[src/hdl/bbr_pkg.sv]
// Package for the bit-band remapper: address map, access types, transfer structs
`default_nettype none
package bbr_pkg;
    localparam logic [31:0] SRAM_BASE       = 32'h2000_0000;
    localparam logic [31:0] SRAM_ALIAS_BASE = 32'h2200_0000;
    localparam logic [31:0] PERI_BASE       = 32'h4000_0000;
    localparam logic [31:0] PERI_ALIAS_BASE = 32'h4200_0000;
    localparam logic [2:0]  REGION_TOP      = 3'h2;
    localparam logic [2:0]  PERI_TOP        = 3'h2;
    localparam logic [6:0]  ALIAS_SEL       = 7'h11;
    localparam logic [6:0]  PERI_ALIAS_SEL  = 7'h21;
    localparam int          ALIAS_LSB       = 25;
    localparam int          REGION_LSB      = 29;
    localparam logic [1:0]  SIZE_BYTE       = 2'h0;
    localparam logic [1:0]  SIZE_HALF       = 2'h1;
    localparam logic [1:0]  SIZE_WORD       = 2'h2;

    typedef struct packed {
        logic [31:0] addr;
        logic [1:0]  size;
        logic        write;
        logic        fetch;
        logic [31:0] wdata;
    } bbr_req_s;

    typedef enum logic [3:0] {
        ST_IDLE  = 4'b0001,
        ST_DIR   = 4'b0010,
        ST_RD    = 4'b0100,
        ST_WR    = 4'b1000
    } bbr_state_e;
endpackage
`default_nettype wire

[src/hdl/bbr_remap.sv]
// Bit-band remapper between core accesses and the underlying memory port
`default_nettype none
module bbr_remap
    import bbr_pkg::*;
(
    input  wire logic              I_REF_CLK,
    input  wire logic              I_RST_N,
    input  wire logic              I_REQ_VALID,
    input  wire bbr_pkg::bbr_req_s I_REQ,
    output var  logic              O_REQ_READY,
    output var  logic              O_RSP_VALID,
    output var  logic [31:0]       O_RSP_RDATA,
    output var  logic              O_RSP_FAULT,
    output var  logic              O_MEM_VALID,
    output var  bbr_pkg::bbr_req_s O_MEM,
    input  wire logic              I_MEM_READY,
    input  wire logic              I_MEM_RSP_VALID,
    input  wire logic [31:0]       I_MEM_RDATA
);
    import bbr_pkg::*;

    // ----------------------------------------
    // Address decode
    // ----------------------------------------
    function automatic logic is_alias(input logic [31:0] a);
        return (a[31:ALIAS_LSB] == ALIAS_SEL) || (a[31:ALIAS_LSB] == PERI_ALIAS_SEL);
    endfunction

    // Offset = byte*32 + bit*4, so the byte is addr[24:5] and bit is addr[4:2]
    function automatic logic [31:0] target_byte(input logic [31:0] a);
        logic [31:0] base;
        base = (a[31:REGION_LSB] == PERI_TOP) ? PERI_BASE : SRAM_BASE;
        return base | {12'h000, a[24:5]};
    endfunction

    function automatic logic [2:0] target_bit(input logic [31:0] a);
        return a[4:2];
    endfunction

    logic       req_alias;
    logic       req_peri_alias;
    logic       refuse;
    logic       remap;
    assign req_alias      = is_alias(I_REQ.addr);
    assign req_peri_alias = I_REQ.addr[31:ALIAS_LSB] == PERI_ALIAS_SEL;
    // Peripheral region never executes
    assign refuse = I_REQ.fetch && (I_REQ.addr[31:REGION_LSB] == PERI_TOP);
    assign remap  = req_alias && !I_REQ.fetch;

    // ----------------------------------------
    // Sequencer
    // ----------------------------------------
    bbr_state_e state;
    bbr_req_s   held;
    logic [2:0] bitpos;
    logic [1:0] lane;
    logic       newbit;

    // Target byte sits in lane l of the little-endian data bus
    function automatic logic [31:0] lane_mask(input logic [1:0] l, input logic [2:0] b);
        return 32'h0000_0001 << {l, b};
    endfunction

    always_ff @(posedge I_REF_CLK or negedge I_RST_N) begin
        if (!I_RST_N) begin
            state       <= ST_IDLE;
            held        <= '0;
            bitpos      <= 3'h0;
            lane        <= 2'h0;
            newbit      <= 1'b0;
            O_REQ_READY <= 1'b0;
            O_RSP_VALID <= 1'b0;
            O_RSP_RDATA <= 32'h0000_0000;
            O_RSP_FAULT <= 1'b0;
            O_MEM_VALID <= 1'b0;
            O_MEM       <= '0;
        end else begin
            O_RSP_VALID <= 1'b0;
            O_RSP_FAULT <= 1'b0;
            case (state)
                ST_IDLE: begin
                    O_REQ_READY <= 1'b1;
                    if (I_REQ_VALID && O_REQ_READY) begin
                        O_REQ_READY <= 1'b0;
                        held        <= I_REQ;
                        if (refuse) begin
                            O_RSP_VALID <= 1'b1;
                            O_RSP_FAULT <= 1'b1;
                            O_RSP_RDATA <= 32'h0000_0000;
                            O_REQ_READY <= 1'b1;
                        end else if (remap) begin
                            bitpos      <= target_bit(I_REQ.addr);
                            // Byte lane comes from the unaligned target byte address
                            lane        <= I_REQ.addr[6:5];
                            newbit      <= I_REQ.wdata[0];
                            O_MEM.addr  <= target_byte(I_REQ.addr) &
                                           (I_REQ.size == SIZE_WORD ? 32'hFFFF_FFFC :
                                            I_REQ.size == SIZE_HALF ? 32'hFFFF_FFFE :
                                            32'hFFFF_FFFF);
                            O_MEM.size  <= I_REQ.size;
                            O_MEM.write <= 1'b0;
                            O_MEM.fetch <= 1'b0;
                            O_MEM.wdata <= 32'h0000_0000;
                            O_MEM_VALID <= 1'b1;
                            state       <= ST_RD;
                        end else begin
                            O_MEM       <= I_REQ;
                            O_MEM_VALID <= 1'b1;
                            state       <= ST_DIR;
                        end
                    end
                end
                ST_DIR: begin
                    if (I_MEM_READY && O_MEM_VALID) begin
                        O_MEM_VALID <= 1'b0;
                    end
                    if (I_MEM_RSP_VALID) begin
                        O_RSP_VALID <= 1'b1;
                        O_RSP_RDATA <= I_MEM_RDATA;
                        O_REQ_READY <= 1'b1;
                        state       <= ST_IDLE;
                    end
                end
                ST_RD: begin
                    if (I_MEM_READY && O_MEM_VALID) begin
                        O_MEM_VALID <= 1'b0;
                    end
                    if (I_MEM_RSP_VALID) begin
                        if (held.write) begin
                            // Modify only the target bit, byte lane from low address bits
                            O_MEM.write <= 1'b1;
                            O_MEM.wdata <= newbit ? (I_MEM_RDATA | lane_mask(lane, bitpos))
                                                  : (I_MEM_RDATA & ~lane_mask(lane, bitpos));
                            O_MEM_VALID <= 1'b1;
                            state       <= ST_WR;
                        end else begin
                            O_RSP_VALID <= 1'b1;
                            O_RSP_RDATA <= {31'h0, |(I_MEM_RDATA &
                                           lane_mask(lane, bitpos))};
                            O_REQ_READY <= 1'b1;
                            state       <= ST_IDLE;
                        end
                    end
                end
                ST_WR: begin
                    if (I_MEM_READY && O_MEM_VALID) begin
                        O_MEM_VALID <= 1'b0;
                    end
                    if (I_MEM_RSP_VALID) begin
                        O_RSP_VALID <= 1'b1;
                        O_RSP_RDATA <= 32'h0000_0000;
                        O_REQ_READY <= 1'b1;
                        state       <= ST_IDLE;
                    end
                end
                default: begin
                    state <= ST_IDLE;
                end
            endcase
        end
    end

    // ----------------------------------------
    // Checks: request side
    // ----------------------------------------
    a_fetch_refused: assert property (
        @(posedge I_REF_CLK) disable iff (!I_RST_N)
        (state == ST_IDLE && I_REQ_VALID && O_REQ_READY && refuse)
        |=> O_RSP_FAULT && O_RSP_VALID && !O_MEM_VALID)
        else $error("peripheral fetch not refused");

    a_refuse_ready: assert property (
        @(posedge I_REF_CLK) disable iff (!I_RST_N)
        (state == ST_IDLE && I_REQ_VALID && O_REQ_READY && refuse)
        |=> O_REQ_READY && state == ST_IDLE)
        else $error("refused fetch left the sequencer busy");

    a_fault_paired: assert property (
        @(posedge I_REF_CLK) disable iff (!I_RST_N)
        O_RSP_FAULT |-> O_RSP_VALID && O_RSP_RDATA == 32'h0000_0000)
        else $error("fault shown without an answer");

    a_peri_no_exec: assert property (
        @(posedge I_REF_CLK) disable iff (!I_RST_N)
        O_MEM_VALID |-> !(O_MEM.fetch && O_MEM.addr[31:REGION_LSB] == PERI_TOP))
        else $error("peripheral fetch reached memory");

    a_ready_busy: assert property (
        @(posedge I_REF_CLK) disable iff (!I_RST_N)
        (state != ST_IDLE) |-> !O_REQ_READY)
        else $error("new request accepted while busy");

    a_idle_quiet: assert property (
        @(posedge I_REF_CLK) disable iff (!I_RST_N)
        (state == ST_IDLE) |-> !O_MEM_VALID)
        else $error("memory request left standing in idle");

    a_state_onehot: assert property (
        @(posedge I_REF_CLK) disable iff (!I_RST_N)
        $onehot(state))
        else $error("sequencer state not one-hot");

    a_size_kept: assert property (
        @(posedge I_REF_CLK) disable iff (!I_RST_N)
        (state == ST_IDLE && I_REQ_VALID && O_REQ_READY && !refuse)
        |=> O_MEM.size == $past(I_REQ.size))
        else $error("access size changed");

    a_direct_pass: assert property (
        @(posedge I_REF_CLK) disable iff (!I_RST_N)
        (state == ST_IDLE && I_REQ_VALID && O_REQ_READY && !refuse && !remap)
        |=> O_MEM == $past(I_REQ))
        else $error("direct access altered");

    a_alias_fetch: assert property (
        @(posedge I_REF_CLK) disable iff (!I_RST_N)
        (state == ST_IDLE && I_REQ_VALID && O_REQ_READY && req_alias && I_REQ.fetch
         && !refuse)
        |=> state == ST_DIR && O_MEM.addr == $past(I_REQ.addr))
        else $error("alias fetch was remapped");

    // ----------------------------------------
    // Checks: address mapping
    // ----------------------------------------
    a_alias_map: assert property (
        @(posedge I_REF_CLK) disable iff (!I_RST_N)
        (state == ST_IDLE && I_REQ_VALID && O_REQ_READY && remap && I_REQ.size == SIZE_BYTE)
        |=> O_MEM.addr[19:0] == $past(I_REQ.addr[24:5]) && O_MEM.addr[31:20] ==
            ($past(req_peri_alias) ? PERI_BASE[31:20] : SRAM_BASE[31:20]))
        else $error("alias address mapped wrongly");

    a_remap_read: assert property (
        @(posedge I_REF_CLK) disable iff (!I_RST_N)
        (state == ST_IDLE && I_REQ_VALID && O_REQ_READY && remap)
        |=> state == ST_RD && !O_MEM.write)
        else $error("alias access not remapped to a read");

    a_lane_pick: assert property (
        @(posedge I_REF_CLK) disable iff (!I_RST_N)
        (state == ST_IDLE && I_REQ_VALID && O_REQ_READY && remap)
        |=> lane == $past(I_REQ.addr[6:5]) && bitpos == $past(I_REQ.addr[4:2]))
        else $error("target lane or bit picked wrongly");

    a_low_region: assert property (
        @(posedge I_REF_CLK) disable iff (!I_RST_N)
        (state == ST_RD)
        |-> O_MEM.addr[31:20] == SRAM_BASE[31:20] || O_MEM.addr[31:20] == PERI_BASE[31:20])
        else $error("remapped access left the lowest megabyte");

    a_word_aligned: assert property (
        @(posedge I_REF_CLK) disable iff (!I_RST_N)
        (state == ST_RD && held.size == SIZE_WORD) |-> O_MEM.addr[1:0] == 2'h0)
        else $error("remapped word access not aligned");

    a_half_aligned: assert property (
        @(posedge I_REF_CLK) disable iff (!I_RST_N)
        (state == ST_RD && held.size == SIZE_HALF) |-> O_MEM.addr[0] == 1'b0)
        else $error("remapped halfword access not aligned");

    // ----------------------------------------
    // Checks: memory port and bit update
    // ----------------------------------------
    a_mem_hold: assert property (
        @(posedge I_REF_CLK) disable iff (!I_RST_N)
        (O_MEM_VALID && !I_MEM_READY) |=> O_MEM_VALID && $stable(O_MEM))
        else $error("memory request dropped before it was taken");

    a_rd_phase: assert property (
        @(posedge I_REF_CLK) disable iff (!I_RST_N)
        (state == ST_RD) |-> !O_MEM.write)
        else $error("first half of update is not a read");

    a_wr_phase: assert property (
        @(posedge I_REF_CLK) disable iff (!I_RST_N)
        (state == ST_WR) |-> O_MEM.write && O_MEM.size == held.size)
        else $error("write-back of wrong kind or size");

    a_held_bit: assert property (
        @(posedge I_REF_CLK) disable iff (!I_RST_N)
        (state == ST_IDLE && I_REQ_VALID && O_REQ_READY && remap)
        |=> newbit == $past(I_REQ.wdata[0]))
        else $error("new bit value not taken from bit 0");

    a_rmw_backtoback: assert property (
        @(posedge I_REF_CLK) disable iff (!I_RST_N)
        (state == ST_RD && I_MEM_RSP_VALID && held.write)
        |=> O_MEM_VALID && O_MEM.write && $stable(O_MEM.addr))
        else $error("write-back not issued at once to same address");

    a_bit_written: assert property (
        @(posedge I_REF_CLK) disable iff (!I_RST_N)
        (state == ST_WR && O_MEM_VALID)
        |-> O_MEM.wdata[{lane, bitpos}] == newbit)
        else $error("target bit not written from bit 0");

    a_others_kept: assert property (
        @(posedge I_REF_CLK) disable iff (!I_RST_N)
        (state == ST_RD && I_MEM_RSP_VALID && held.write)
        |=> (O_MEM.wdata | lane_mask(lane, bitpos))
            == ($past(I_MEM_RDATA) | lane_mask(lane, bitpos)))
        else $error("write-back disturbed other bits");

    // ----------------------------------------
    // Checks: answers
    // ----------------------------------------
    a_read_onebit: assert property (
        @(posedge I_REF_CLK) disable iff (!I_RST_N)
        (state == ST_RD && I_MEM_RSP_VALID && !held.write)
        |=> O_RSP_VALID && O_RSP_RDATA[31:1] == 31'h0)
        else $error("alias read returned more than one bit");

    a_read_value: assert property (
        @(posedge I_REF_CLK) disable iff (!I_RST_N)
        (state == ST_RD && I_MEM_RSP_VALID && !held.write)
        |=> !O_RSP_FAULT && O_RSP_RDATA[0] == $past(I_MEM_RDATA[{lane, bitpos}]))
        else $error("alias read returned the wrong bit");

    a_dir_answer: assert property (
        @(posedge I_REF_CLK) disable iff (!I_RST_N)
        (state == ST_DIR && I_MEM_RSP_VALID)
        |=> O_RSP_VALID && !O_RSP_FAULT && O_RSP_RDATA == $past(I_MEM_RDATA))
        else $error("direct read data altered");

    a_wr_answer: assert property (
        @(posedge I_REF_CLK) disable iff (!I_RST_N)
        (state == ST_WR && I_MEM_RSP_VALID)
        |=> O_RSP_VALID && !O_RSP_FAULT && O_RSP_RDATA == 32'h0000_0000 && O_REQ_READY)
        else $error("alias write not answered after write-back");
endmodule
`default_nettype wire

[config.mk]
export PLATFORM = sky130hd
export DESIGN_NAME = bbr_remap
export DESIGN_NICKNAME = d
export VERILOG_FILES = /design/src/hdl/bbr_pkg.sv /design/src/hdl/bbr_remap.sv
export SDC_FILE = /design/constraint.sdc
export NUM_CORES = 1
export LEC_CHECK = 0
export BUFFER_PORTS_ARGS = -buffer_cell sky130_fd_sc_hd__buf_2
export CAP_MARGIN = 30
export CORE_AREA = 2 2 117 119
export CTS_BUF_LIST = sky130_fd_sc_hd__clkbuf_4 sky130_fd_sc_hd__clkbuf_8 sky130_fd_sc_hd__clkbuf_16
export CTS_CLUSTER_SIZE = 25
export DETAILED_ROUTE_END_ITERATION = 12
export DIE_AREA = 0 0 119 121
export PLACE_DENSITY = 0.8
export SYNTH_ARGS = -nofsm -noshare
export SYNTH_HDL_FRONTEND = slang
export SYNTH_SLANG_ARGS = --single-unit
export TNS_END_PERCENT = 10
[constraint.sdc]
create_clock -name I_REF_CLK -period 2.3 [get_ports I_REF_CLK]
set_input_delay 0.23 -clock I_REF_CLK [delete_from_list [all_inputs] [get_ports I_REF_CLK]]
set_output_delay 0.23 -clock I_REF_CLK [all_outputs]
set_load 0.1 [all_outputs]
After elaboration in Yosys (flattened, before gate mapping)
Index checks and enable logic that the tools add are counted.
{"block": "classes", "n_eq_ne": 18, "shifts": 1, "n_mux": 45, "n_bitwise": 7, "n_reduce_logical": 19}
{"cell": "32-bit two-way mux", "n": 9}
{"cell": "32-bit case mux with 4 select lines", "n": 1}
{"cell": "34-bit two-way mux", "n": 2}
{"cell": "68-bit two-way mux", "n": 1}
{"cell": "32-bit bitwise AND", "n": 2}
{"cell": "32-bit case mux with 2 select lines", "n": 1}
{"cell": "31-bit by 32-bit bitwise AND with 32-bit output", "n": 1}
{"cell": "32-bit inverter", "n": 1}
{"cell": "32-bit bitwise OR", "n": 1}
{"cell": "32-bit OR reduction", "n": 1}
{"cell": "1-bit by 5-bit left shift with 32-bit output (first input constant)", "n": 1}
{"cell": "31-bit two-way mux", "n": 1}
{"cell": "31-bit by 20-bit bitwise OR with 31-bit output", "n": 1}
{"cell": "4-bit two-way mux", "n": 5}
{"cell": "1-bit two-way mux", "n": 18}
{"cell": "2-bit inequality test (second input constant)", "n": 8}
{"cell": "4-bit case mux with 3 select lines", "n": 1}
{"cell": "4-bit AND reduction", "n": 3}
{"cell": "1-bit case mux with 3 select lines", "n": 3}
{"cell": "7-bit by 5-bit == test with 1-bit output (second input constant)", "n": 1}
{"cell": "7-bit by 6-bit == test with 1-bit output (second input constant)", "n": 1}
{"cell": "7-bit AND reduction", "n": 1}
{"cell": "3-bit AND reduction", "n": 2}
{"cell": "5-bit AND reduction", "n": 1}
{"cell": "other kinds (20)", "n": 23}
{"block": "word_totals", "register_bits": 115, "output_inout_bits": 104, "word_cells": 105}

Logic depth before layout (Yosys ltp)
{"block": "logic_depth", "depth_word": 8, "ltp_mapped": 10, "depth_no_buf": 7}

Worst setup path before layout
OpenSTA, ideal clock, no wires.
{"block": "synth_path", "path_kind": "register to register", "start": "reg O_REQ_READY", "end": "reg bitpos[0]", "setup_time_ps": 125, "t_arrival_ps": 2042, "setup_slack_ps": 134, "path_stages_with_launch": 6, "n_path_buf": 0, "synth_period_minus_slack_ps": 2166, "path_cell_list": "dfrtp_1 -> nand4b_1 -> nor2_2 -> nand2_1 -> nor2_2 -> mux2_2"}
{"block": "synth_via", "elab_chain_len": 2}
{"item": "start: declaration", "line_no": "bbr_remap.sv:10", "source": "output var logic O_REQ_READY,"}
{"item": "start signal: assignment", "line_no": "bbr_remap.sv:71", "source": "O_REQ_READY <= 1'b0;"}
{"item": "start signal: assignment", "line_no": "bbr_remap.sv:82", "source": "O_REQ_READY <= 1'b1;"}
{"item": "start signal: assignment", "line_no": "bbr_remap.sv:84", "source": "O_REQ_READY <= 1'b0;"}
{"item": "1-bit logical AND", "line_no": "bbr_remap.sv:83", "source": "if (I_REQ_VALID && O_REQ_READY) begin"}
{"item": "4-bit AND reduction (no line)"}
{"item": "end signal: assignment", "line_no": "bbr_remap.sv:92", "source": "bitpos <= target_bit(I_REQ.addr);"}
{"item": "end: declaration", "line_no": "bbr_remap.sv:55", "source": "logic [2:0] bitpos;"}
Every way passes these cells.
A chain may end at the register's enable or synchronous reset.

Worst setup path after layout
{"block": "layout_path", "start": "reg state[0]", "end": "reg O_MEM[12] in the netlist's numbering"}
{"block": "layout_via", "elab_chain_len": 3}
{"item": "start: declaration", "line_no": "bbr_remap.sv:53", "source": "bbr_state_e state;"}
{"item": "start signal: assignment", "line_no": "bbr_remap.sv:66", "source": "state <= ST_IDLE;"}
{"item": "start signal: assignment", "line_no": "bbr_remap.sv:105", "source": "state <= ST_RD;"}
{"item": "start signal: assignment", "line_no": "bbr_remap.sv:109", "source": "state <= ST_DIR;"}
{"item": "4-bit by 3-bit == test with 1-bit output / 4-bit by 1-bit == test with 1-bit output (equally long branches)", "line_no": "bbr_remap.sv:80", "source": "case (state)"}
{"item": "2-bit inequality test (no line) / 2-bit nonzero test (equally long branches)"}
{"item": "5-bit AND reduction (no line)"}
{"item": "end: declaration", "line_no": "bbr_remap.sv:15", "source": "output var bbr_pkg::bbr_req_s O_MEM,"}
Parallel ways exist; a longest one is shown, timed or not.

==> run metrics <==
outcome=complete, no violations; die width=~120 um; R2R depth=4; commonest non-fill, non-tap cells in the layout=buf_2 (207), nand2_1 (166), dfrtp_1 (114); Inserted Clock Buffers=17; met3 wire length=1263 um; synthesized area per cell=8.994 um^2; Final GP Congestion=around 0.94; Post-synth ARST share=100.0%; Worst setup EP type=flop; minimum clock period=2.043 ns; Port Buffer Count=208; WL/cell=17.29 um; vias in the first global route=5435; maximum fanout along the worst path=32; commonest non-fill, non-tap cell in the layout=buf_2; Worst R2R End=O_MEM[12]$_DFFE_PN0P_; # DRC=0; Seq/Total Area, Yosys=46.80%; Via density=5.395; Setup Skew=between 0.006 and 0.007 ns; Synth Instances=684; post-synthesis compound-gate area fraction=17.98%; final hold vios=0; Synth Flop Type=dfrtp_1; Worst Setup EP=O_MEM[12]$_DFFE_PN0P_; Worst EP required=approximately 2.6 ns; total gr overflow=0; critical path arrival=2.38 ns; CTS tree=built; Slew @ Worst Pin=a little under 1 ns; adder-cell share of the synthesized area=less than 1%; # diodes=0; largest family of logic cells by synthesized area=simple AND/OR/NAND/NOR gates; TritonRoute pass-1 iters=6; H-tree Lvls=4; setup TNS=0 ns; Setup-failing EPs final=0; Max Cap Viol=0; DR iter-0 viols=717; Netlist cell types=60; Critical Path Start=state[0]$_DFFE_PN1P_; Post-CTS Setup Bufs=0; reg-to-reg setup timing slack=0.26 ns; fin nets=987; first-pass GRT wire length=just under 30000 um; FP Rows=42; wirelength, routed=between 15000 and 20000 um; Post-synth EDFFs=0; DP Area=approximately 7300 um^2; GRT Util Overall=26.01%; Post-Syn Area=6152 um^2; Synthesis Warnings=0; metal2 WL=8485 um; Slew Limit Fails=0; met1 wire length=8376 um; die footprint=14400 um^2; Final period util=88.82%; I/O pins=209; crit start category=flop; pin count of the biggest net entering global routing=65; xor/xnor share of the synthesized area=0.1424%; Final Cell Area=7969 um^2; vias=5773; Starting Density=47.02%; Skew-Pair Late Insertion Delay=0.41 ns; Tightest Hold Check Type=in2reg; clk sinks=115; Rel. slew slack=33.72%; FMAX=489.5 MHz; Area contributors post-synth=dfrtp_1 (46%), nand2_1 (10%), mux2i_1 (5.4%); post-detailed-route count of antenna-violating nets=0; Synth Net Count=790; HPWL after detailed placement=13780 um; reg-to-reg startpoint=state[0]$_DFFE_PN1P_; Worst Setup Path Type=reg2reg; post-synth top area share=46.37%; mux cell area share after synthesis=under 10%; ratio of cells with drive above 1 in the final layout=between 30 and 40%; dominant cell type by area after synthesis=dfrtp_1; area grow syn2layout=29.53%; area share of and/or/nand/nor cells after synthesis=21.60%; clock buffer depth=2; DR top layer=met4; number of fill cells=1189; Die Y=roughly 120 um; Yosys reg bits=115; initial antenna violation count=0; core box area=~13000 um^2; clock slew seen by the registers of the worst setup and hold paths=around 0.06 ns; RSZ-0062 raised after global routing=false; root buf cell=clkbuf_16
==> cells by family (layout without fill, tap and decap cells) <==
family                   Yosys count  after routing
AND/OR/NAND/NOR                  289            289
AO/OA/AOI/OAI                    170            170
flip-flops                       115            115
buffers and inverters             61            271
multiplexers                      47             47
adder cells (fa/ha/maj)            1              1
XOR/XNOR                           1              1
==> worst max-delay path, stage by stage (launching register included) <==
cell     delay [ns]
dfstp_2        0.60
or3_1          0.14
and3_2         0.84
a22oi_1        0.21
o21ai_1        0.16
==> how the worst min path moves through the flow <==
stage | start | slack [ns] | endpoint | cells after the start
after detailed placement | I_RST_N | 0.20 | O_MEM[64]$_DFFE_PN0P_ | 1
after global routing | I_REQ[57] | 0.06 | O_MEM[57]$_DFFE_PN0P_ | 2
final | I_REQ[33] | 0.04 | held[33]$_DFFE_PN0P_ | 3
after CTS | I_REQ[33] | 0.03 | held[33]$_DFFE_PN0P_ | 3
after floorplan | I_RST_N | -0.07 | O_MEM[0]$_DFFE_PN0P_ | 0
after global placement | I_RST_N | 0.19 | O_MEM[63]$_DFFE_PN0P_ | 1
==> repair_timing <==
| action | CTS | global route |
|---|---|---|
| resized for setup | 0 | 0 |
| endpoints found under the hold margin | 27 | 0 |
| hold buffers | 1 | 0 |
==> cells in the mapped netlist, types with 3 or more instances <==
library cell,number
nand2_1,166
dfrtp_1,114
nand3_1,50
o21ai_0,46
mux2i_1,33
o21ai_1,32
a21oi_1,28
nor2_1,28
a21oi_2,24
buf_2,24
clkbuf_1,18
mux2_2,14
buf_6,8
a22o_1,7
inv_1,6
nand2b_1,6
a2bb2oi_2,5
nor2b_1,5
a22oi_1,4
and3_1,4
nand3b_1,4
o22ai_1,4
a21o_1,3
and2_1,3
nor2_2,3
nor3_1,3
==> flip-flops by register name, summed over array words and instances, names as in the netlist, 2 cells and up <==
| register | count |
|---|---|
| O_MEM | 68 |
| O_RSP_RDATA | 32 |
| state | 4 |
| bitpos | 3 |
| lane | 2 |
==> through the flow <==
step	worst slack (ns)	std cells	hold slack (ns)	utilization, %
floorplan	0.1337	684	-0.06559	-
global placement	0.2040	1037	0.1912	55.82
detailed placement	0.2037	1037	0.1984	55.82
CTS	0.2735	1070	0.02864	60.90
global route	0.08094	1070	0.05527	60.90
finish	0.2571	1070	0.04120	60.90
==> routing by layer <==
| metal | track usage [%] | up-vias |
|---|---|---|
| li1 | - | 2758 |
| met4 | 9.226 | 0 |
| met3 | 4.840 | 30 |
| met1 | 37.61 | 2735 |
| met2 | 39.19 | 250 |
| met5 | 0 | - |
==> layout make-up <==
type / count / area, um^2 / area share (%)
Multi-Input combinational cell: 508 / 2948 / 36.99
Clock buffer: 17 / 425.4 / 5.338
Inverter: 7 / 28.78 / 0.3611
Sequential cell: 115 / 2879 / 36.13
Timing Repair Buffer: 232 / 1239 / 15.54
Clock inverter: 15 / 229.0 / 2.873
Tap cell: 176 / 220.2 / 2.763
Power is left out: the tool's default activity adds up to more than one toggle a clock period on the data nets, which glitch-free logic cannot reach.
